[src/hw/ocs_pkg.sv]
package ocs_pkg;

    // ------------------------------------------------------------
    // bus and register map
    // ------------------------------------------------------------
    localparam int OCS_ADR_W = 8;
    localparam int OCS_DAT_W = 32;
    localparam int OCS_CFG_WORDS = 4;
    localparam int OCS_CFG_BITS = 128;
    localparam logic [OCS_ADR_W-1:0] OCS_OFS_CFG0 = 8'h00;
    localparam logic [OCS_ADR_W-1:0] OCS_OFS_CFG1 = 8'h04;
    localparam logic [OCS_ADR_W-1:0] OCS_OFS_CFG2 = 8'h08;
    localparam logic [OCS_ADR_W-1:0] OCS_OFS_CFG3 = 8'h0C;
    localparam logic [OCS_ADR_W-1:0] OCS_OFS_STATUS = 8'h10;
    localparam logic [OCS_DAT_W-1:0] OCS_CFG_RESET = 32'h00000000;
    localparam logic [OCS_DAT_W-1:0] OCS_RD_UNMAPPED = 32'h00000000;

    // ------------------------------------------------------------
    // source select fields in the 128-bit configuration word
    // ------------------------------------------------------------
    localparam int OCS_POS_A = 22;
    localparam int OCS_POS_B = 46;
    localparam int OCS_POS_C_PRI = 70;
    localparam int OCS_POS_C_ALT = 124;
    localparam int OCS_POS_D_PRI = 94;
    localparam int OCS_POS_D_ALT = 126;

    // status word layout
    localparam int OCS_ST_POS_A = 0;
    localparam int OCS_ST_POS_B = 2;
    localparam int OCS_ST_POS_C = 4;
    localparam int OCS_ST_POS_D = 6;
    localparam int OCS_ST_POS_PIN = 8;

    // ------------------------------------------------------------
    // types
    // ------------------------------------------------------------
    typedef enum logic [1:0] {
        OCS_SRC_REF = 2'b00,
        OCS_SRC_PLL_A = 2'b01,
        OCS_SRC_PLL_B = 2'b10,
        OCS_SRC_PLL_C = 2'b11
    } ocs_src_e;

    typedef struct packed {
        ocs_src_e path_a;
        ocs_src_e path_b;
        ocs_src_e path_c;
        ocs_src_e path_d;
    } ocs_path_sel_s;

    localparam ocs_path_sel_s OCS_PATH_SEL_RESET = '{
        OCS_SRC_REF, OCS_SRC_REF, OCS_SRC_REF, OCS_SRC_REF
    };

endpackage

[src/hw/ocs_top.sv]
// The register offsets and the Wishbone interface to the registers were left to the implementer.
`timescale 1ns/1ns
`default_nettype none

module ocs_top
(
    input wire logic REF_CLK,
    input wire logic RST,
    input wire logic WB_CYC_I,
    input wire logic WB_STB_I,
    input wire logic WB_WE_I,
    input wire logic [ocs_pkg::OCS_ADR_W-1:0] WB_ADR_I,
    input wire logic [3:0] WB_SEL_I,
    input wire logic [ocs_pkg::OCS_DAT_W-1:0] WB_DAT_I,
    output logic [ocs_pkg::OCS_DAT_W-1:0] WB_DAT_O,
    output logic WB_ACK_O,
    input wire logic CLOCK_SET_SELECT_PIN,
    output ocs_pkg::ocs_path_sel_s PATH_SRC_SEL
);
    import ocs_pkg::*;

    // ------------------------------------------------------------
    // state
    // ------------------------------------------------------------
    logic [OCS_DAT_W-1:0] cfg_reg [OCS_CFG_WORDS];
    logic [OCS_DAT_W-1:0] cfg_next [OCS_CFG_WORDS];
    logic ack_reg;
    logic ack_next;
    logic [OCS_DAT_W-1:0] rdat_reg;
    logic [OCS_DAT_W-1:0] rdat_next;
    ocs_path_sel_s sel_reg;
    ocs_path_sel_s sel_next;
    logic pin_reg;
    logic pin_next;

    logic [OCS_CFG_BITS-1:0] cfg_flat;
    logic take;
    logic [1:0] word_idx;
    logic cfg_hit;

    // ------------------------------------------------------------
    // helpers
    // ------------------------------------------------------------
    // byte-lane merge for a Wishbone write
    function automatic logic [OCS_DAT_W-1:0] merge_bytes(
        input logic [OCS_DAT_W-1:0] old_val,
        input logic [OCS_DAT_W-1:0] new_val,
        input logic [3:0] sel
    );
        logic [OCS_DAT_W-1:0] res;
        res = old_val;
        for (int i = 0; i < 4; i++)
        begin
            if (sel[i])
            begin
                res[i*8 +: 8] = new_val[i*8 +: 8];
            end
        end
        return res;
    endfunction

    // ------------------------------------------------------------
    // bus decode
    // ------------------------------------------------------------
    // word n holds configuration bits 32n+31 down to 32n
    assign cfg_flat = {cfg_reg[3], cfg_reg[2], cfg_reg[1], cfg_reg[0]};
    // a new request is taken only while ack is low, so ack lasts one cycle
    assign take = WB_CYC_I && WB_STB_I && !ack_reg;
    assign word_idx = WB_ADR_I[3:2];
    assign cfg_hit = (WB_ADR_I == OCS_OFS_CFG0) ||
                     (WB_ADR_I == OCS_OFS_CFG1) ||
                     (WB_ADR_I == OCS_OFS_CFG2) ||
                     (WB_ADR_I == OCS_OFS_CFG3);

    // ------------------------------------------------------------
    // register file and bus slave
    // ------------------------------------------------------------
    always_comb
    begin
        for (int w = 0; w < OCS_CFG_WORDS; w++)
        begin
            cfg_next[w] = cfg_reg[w];
        end
        ack_next = take;
        rdat_next = rdat_reg;
        if (take)
        begin
            if (WB_WE_I)
            begin
                // status word is read-only; writes elsewhere are dropped
                // they are still acked, so a master never stalls on a bad address
                if (cfg_hit)
                begin
                    cfg_next[word_idx] = merge_bytes(cfg_reg[word_idx], WB_DAT_I, WB_SEL_I);
                end
                rdat_next = OCS_RD_UNMAPPED;
            end
            else if (cfg_hit)
            begin
                rdat_next = cfg_reg[word_idx];
            end
            else if (WB_ADR_I == OCS_OFS_STATUS)
            begin
                // shows the selects actually driven, not the raw fields
                rdat_next = OCS_RD_UNMAPPED;
                rdat_next[OCS_ST_POS_A +: 2] = sel_reg.path_a;
                rdat_next[OCS_ST_POS_B +: 2] = sel_reg.path_b;
                rdat_next[OCS_ST_POS_C +: 2] = sel_reg.path_c;
                rdat_next[OCS_ST_POS_D +: 2] = sel_reg.path_d;
                rdat_next[OCS_ST_POS_PIN] = pin_reg;
            end
            else
            begin
                rdat_next = OCS_RD_UNMAPPED;
            end
        end
    end

    always_ff @(posedge REF_CLK)
    begin
        if (RST)
        begin
            for (int w = 0; w < OCS_CFG_WORDS; w++)
            begin
                cfg_reg[w] <= OCS_CFG_RESET;
            end
            ack_reg <= 1'b0;
            rdat_reg <= OCS_RD_UNMAPPED;
        end
        else
        begin
            for (int w = 0; w < OCS_CFG_WORDS; w++)
            begin
                cfg_reg[w] <= cfg_next[w];
            end
            ack_reg <= ack_next;
            rdat_reg <= rdat_next;
        end
    end

    // ------------------------------------------------------------
    // source fields of the configuration word
    // ------------------------------------------------------------
    ocs_src_e path_a_source_sel;
    ocs_src_e path_b_source_sel;
    ocs_src_e path_c_source_sel_primary;
    ocs_src_e path_c_source_sel_alternate;
    ocs_src_e path_d_source_sel_primary;
    ocs_src_e path_d_source_sel_alternate;
    logic clock_set_select_pin;

    assign path_a_source_sel = ocs_src_e'(cfg_flat[OCS_POS_A +: 2]);
    assign path_b_source_sel = ocs_src_e'(cfg_flat[OCS_POS_B +: 2]);
    assign path_c_source_sel_primary = ocs_src_e'(cfg_flat[OCS_POS_C_PRI +: 2]);
    assign path_d_source_sel_primary = ocs_src_e'(cfg_flat[OCS_POS_D_PRI +: 2]);
    assign path_c_source_sel_alternate = ocs_src_e'(cfg_flat[OCS_POS_C_ALT +: 2]);
    assign path_d_source_sel_alternate = ocs_src_e'(cfg_flat[OCS_POS_D_ALT +: 2]);
    // used as it comes: the pin must already be synchronous to REF_CLK
    assign clock_set_select_pin = CLOCK_SET_SELECT_PIN;

    // ------------------------------------------------------------
    // source selection
    // ------------------------------------------------------------
    // both field sets stay decoded, so a pin flip needs no config write
    always_comb
    begin
        pin_next = clock_set_select_pin;
        sel_next.path_a = path_a_source_sel;
        sel_next.path_b = path_b_source_sel;
        if (clock_set_select_pin)
        begin
            sel_next.path_c = path_c_source_sel_alternate;
            sel_next.path_d = path_d_source_sel_alternate;
        end
        else
        begin
            sel_next.path_c = path_c_source_sel_primary;
            sel_next.path_d = path_d_source_sel_primary;
        end
    end

    // selects are registered so a glitch-free code reaches the clock muxes
    // the muxes themselves must still switch without runt pulses
    always_ff @(posedge REF_CLK)
    begin
        if (RST)
        begin
            sel_reg <= OCS_PATH_SEL_RESET;
            pin_reg <= 1'b0;
        end
        else
        begin
            sel_reg <= sel_next;
            pin_reg <= pin_next;
        end
    end

    // ------------------------------------------------------------
    // outputs
    // ------------------------------------------------------------
    assign WB_ACK_O = ack_reg;
    assign WB_DAT_O = rdat_reg;
    assign PATH_SRC_SEL = sel_reg;

endmodule

`default_nettype wire

[config.mk]
export PLATFORM = sky130hd
export DESIGN_NAME = ocs_top
export DESIGN_NICKNAME = d
export VERILOG_FILES = /design/src/hw/ocs_pkg.sv /design/src/hw/ocs_top.sv
export SDC_FILE = /design/constraint.sdc
export NUM_CORES = 1
export LEC_CHECK = 0
export BUFFER_PORTS_ARGS = -buffer_cell sky130_fd_sc_hd__buf_2
export CAP_MARGIN = 20
export CELL_PAD_IN_SITES_DETAIL_PLACEMENT = 1
export CELL_PAD_IN_SITES_GLOBAL_PLACEMENT = 1
export CORE_UTILIZATION = 25
export DETAILED_ROUTE_END_ITERATION = 8
export GPL_TIMING_DRIVEN = 1
export PLACE_DENSITY = 0.56
export SYNTH_ARGS = -nofsm -noshare
export SYNTH_HDL_FRONTEND = slang
export SYNTH_SLANG_ARGS = --single-unit
[constraint.sdc]
create_clock -name REF_CLK -period 1.8 [get_ports REF_CLK]
set_clock_uncertainty 0.05 [all_clocks]
set_input_delay 0.27 -clock REF_CLK [delete_from_list [all_inputs] [get_ports REF_CLK]]
set_output_delay 0.27 -clock REF_CLK [all_outputs]
set_load 0.02 [all_outputs]
; Word-level counts from Yosys, hierarchy flattened
; Memory sizes are Yosys's and may differ from the RTL's.
; Index checks and enable logic that the tools add are counted.
; W data, S select, Z words.
[totals]
regBits = 42
latchBits = 0
ram_bits = 128
mem_bits_ro = 0
in_bits = 50
elab_cells = 60
mem_count = 1
[mem_list]
columns = name, depth, width, rd, rd_clocked_by_memory_dff, write_ports, line_no
row1 = cfg_reg, 4, 32, 5, 0, 4, ocs_top.sv:25  ; logic [OCS_DAT_W-1:0] cfg_reg [OCS_CFG_WORDS];
[classes]
n_addsub = 0
n_mul = 0
n_div = 0
magnitude_cmp = 2
eq_ne = 4
shift = 0
muxes = 33
bitwise_logic = 5
reduce_logical = 8
[op_table]
columns = operator, n
row1 = $mux W128, 3
row2 = $mux W32, 7
row3 = $bwmux W128, 1
row4 = $mux W8, 16
row5 = $demux W32 S2, 1
row6 = $eq A8 B4 Y1 const B, 2
row7 = $mux W9, 1
row8 = $eq A8 B3 Y1 const B, 1
row9 = $eq A8 B5 Y1 const B, 1
row10 = $logic_not A8 Y1, 1
row11 = $mux W4, 1
row12 = $or A1 B1 Y1, 4
row13 = $ge A3 B3 Y1 const B, 1
row14 = $logic_and A1 B1 Y1, 3
row15 = $logic_or A1 B1 Y1, 3
row16 = $lt A3 B1 Y1 const B, 1
row17 = $mux W1, 3
row18 = $not A2 Y3, 1
row19 = $logic_not A1 Y1, 1

; Longest topological paths before layout
[depth]
ltp_word = 12
depth_mapped = 7
depth_no_buf = 4

; Worst setup path before layout
; Ideal clock, no wire load.
[synth_path]
path_type = input-to-reg
startpoint = in WB_ADR_I[0] in the netlist's numbering
endpoint = mem cfg_reg[3][8]
arrival_ns = 1.704
required_ns = 1.623
path_slack_ns = -0.081
path_stages = 6
n_path_buf = 2
cell_sequence = or4_4 > or4_4 > buf_6 > buf_6 > nand3b_1 > o21ai_1
[synth_rtl]
columns = item, line_no
row1 = "start, declared", ocs_top.sv:12  ; input wire logic [ocs_pkg::OCS_ADR_W-1:0] WB_ADR_I,
row2 = "end, declared", ocs_top.sv:25

==> run summary <==
Worst EP required - 2.06 ns
FILL cells - 3525
Multi-input gate area - 3840 sq um
sequential-to-total area share from yosys stat - 44.9%
FP Rows - 63
routed vias/inst - 4.81
Synth Instances - 930
input/output buffers - 90
CP delay by family, top - simple AND/OR/NAND/NOR gates
largest cells by area after synthesis - dfxtp_1, nand2_1, mux2i_1, a21oi_1, nand3b_1
WP data arrival - 2.01 ns
Initial Util - 25.5%
H-Tree Depth - 4
Avg Cell Area, Syn - 8.15 sq um
Ys Warns - 0
endpoints failing hold - 0
CTS tree - done
Post-synth ARST share - 0%
fin area - 9670 sq um
cts hold-fix bufs - 0
WL final - 26000 microns
Min-Delay Endpoint - pin_reg$_SDFF_PP0_
Main synth FF type - dfxtp_1
number of nets with antenna violations after routing - 0
CP dominant cell by count - buf_4
Max rail drop VDD - 501 uV
Slew @ Worst Pin - 0.749 ns
count leader, synth - nand2_1
DP HPWL - 17400 microns
placed inst area - 9030 sq um
clk sinks - 170
Die Ht - 176 microns
reg-to-reg slack, setup - 0.04 ns
register bit count reported by yosys - 170
CP max-delay cell - or4_4
crit path kind - reg -> reg
post-layout min period - 1.76 ns
crit-path cells - nand3b_1, buf_4, or4_4, buf_4, nand2_1, a21oi_1
global-route usage over all layers - 17.5%
worst path bufs/invs - 2
gpl congestion - 0.761
WL/cell - 17.9 microns
max FFs per register - 128
clock-pin slew on the worst setup and hold paths - 0.07 ns
Synth Cell Area - 7580 sq um
Antenna Cells - 0
Clock Tree Buf Depth - 2
Crit Path Max Fanout - 13
hold path depth - 2
capture point of the worst reg-to-reg path - cfg_reg[3][18]$_SDFFE_PP0P_
Congestion Overflow GR - 0
RR Startpoint - WB_ACK_O$_SDFF_PP0_
CP max stage delay - 0.54 ns
final worst path period share - 97.6%
utilization after layout - 32.6%
Synth top area share - 44.9%
largest net degree at the start of global routing - 52
RSZ-0062 raised after global routing - yes
Area Overhead vs Synth - 27.6%
vias in the first global route - 7463
drt pass-1 iters - 4
Max Fclk - 0.569 GHz
Final Setup Violations - 0
I/O pins - 91
antenna violations before repair - 0
fin. max-slew vios - 0
Yosys top cell by area - dfxtp_1
drc violations - 0
Hold Crit Start - CLOCK_SET_SELECT_PIN
EDFF count, synth - 0
Leak - 3.83 nW
Final #Nets - 1101
Clock Tree Root - clkbuf_16
top cells by count, synth - nand2_1, dfxtp_1, a21oi_1
Die ar. - 31000 sq um
status - finished, final reports clean
power per cell area - 863 nW/um^2
Reg2Reg Depth - 6
fraction of layout cells with a size suffix above 1 - 20.2%
Num CTS Buffers - 17
initial DRC count - 380
Vias - 6999
core area - 29700 sq um
TNS Setup - 0 ns
FF+latch area - 3400 sq um
Distinct cells, synth - 33
crit path launch type - flop
Skew-Pair Late Insertion Delay - 0.43 ns
worst min path class - in -> reg
Max-Cap Viols - 0
first-pass GRT wire length - 42000 microns
Slew HR - 50.0%
total chip power - 0.00835 W
CP endpoint kind - flop
Die Wd - 176 microns
Mapped Nets - 980
power by group:
part,switching (W),internal [W],leakage (nW)
combinational,0.000380,0.000272,2.17
clock,0.00171,0.00222,0.294
sequential,0.00000123,0.00376,1.37
cell usage in the layout, fill, tap and decap left out, types with 3 or more instances in the layout:
cell type,instances
nand4_1,3
and4_1,3
buf_4,68
inv_6,4
nand3b_1,36
clkbuf_16,17
nand3_1,8
nor2b_1,32
mux2i_1,68
nor2_1,34
dfxtp_1,170
a22oi_1,18
clkinvlp_4,3
nand2_1,248
a221oi_1,23
o21ai_0,36
o21ai_1,9
buf_2,88
buf_12,18
a31oi_1,23
and2_1,23
nand2b_1,3
inv_1,4
a21oi_1,101
bufinv_16,3
worst max path at each step:
stage / startpoint / end / slack [ns] / cells past startpoint
6_report: WB_ACK_O$_SDFF_PP0_ / cfg_reg[3][18]$_SDFFE_PP0P_ / 0.04 / 6
3_5_place_dp: WB_ADR_I[3] / cfg_reg[2][8]$_SDFFE_PP0P_ / -0.20 / 6
2_1_floorplan: WB_ADR_I[0] / cfg_reg[3][8]$_SDFFE_PP0P_ / -0.08 / 6
3_3_place_gp: WB_ADR_I[3] / cfg_reg[0][19]$_SDFFE_PP0P_ / -0.19 / 7
4_1_cts: WB_ACK_O$_SDFF_PP0_ / cfg_reg[3][1]$_SDFFE_PP0P_ / 0.02 / 6
5_1_grt: WB_ACK_O$_SDFF_PP0_ / cfg_reg[3][6]$_SDFFE_PP0P_ / -0.05 / 6
per-stage QoR:
step           instances  hold WS [ns]  worst slack, ns
3_3_place_gp        1420         0.387           -0.187
6_report            1454         0.127           0.0440
3_5_place_dp        1420         0.395           -0.197
2_1_floorplan        930         0.381          -0.0808
4_1_cts             1453         0.109           0.0208
5_1_grt             1454         0.120          -0.0470
logic make-up after synthesis:
logic type             Yosys count  share of synthesized area [%]
AND/OR/NAND/NOR                406                           25.6
AO/OA/AOI/OAI                  210                           16.0
flip-flops                     170                           44.9
buffers and inverters           76                           4.54
multiplexers                    68                           8.98
cell type report:
cell class,instances,area share (%)
Clock inverter,15,1.95
Sequential cell,170,35.2
Multi-Input combinational cell,684,39.7
Timing Repair Buffer,174,13.6
Inverter,4,0.155
Tap cell,390,5.04
Clock buffer,17,4.40
timing repair:
item                                   in CTS  in global routing
setup buffers                               1                  1
setup endpoints to repair                  32                 38
endpoints found under the hold margin       0                  0
gates resized for setup                     0                  3
metal layers:
metal	vias up	global-route usage [%]	share of wire, %
met2	113	29.4	48
met3	17	2.39	3.6
li1	3440	-	-
met4	0	4.31	1.1
met1	3429	23.4	47
met5	-	0	0
(Power assumes the default switching activity.)
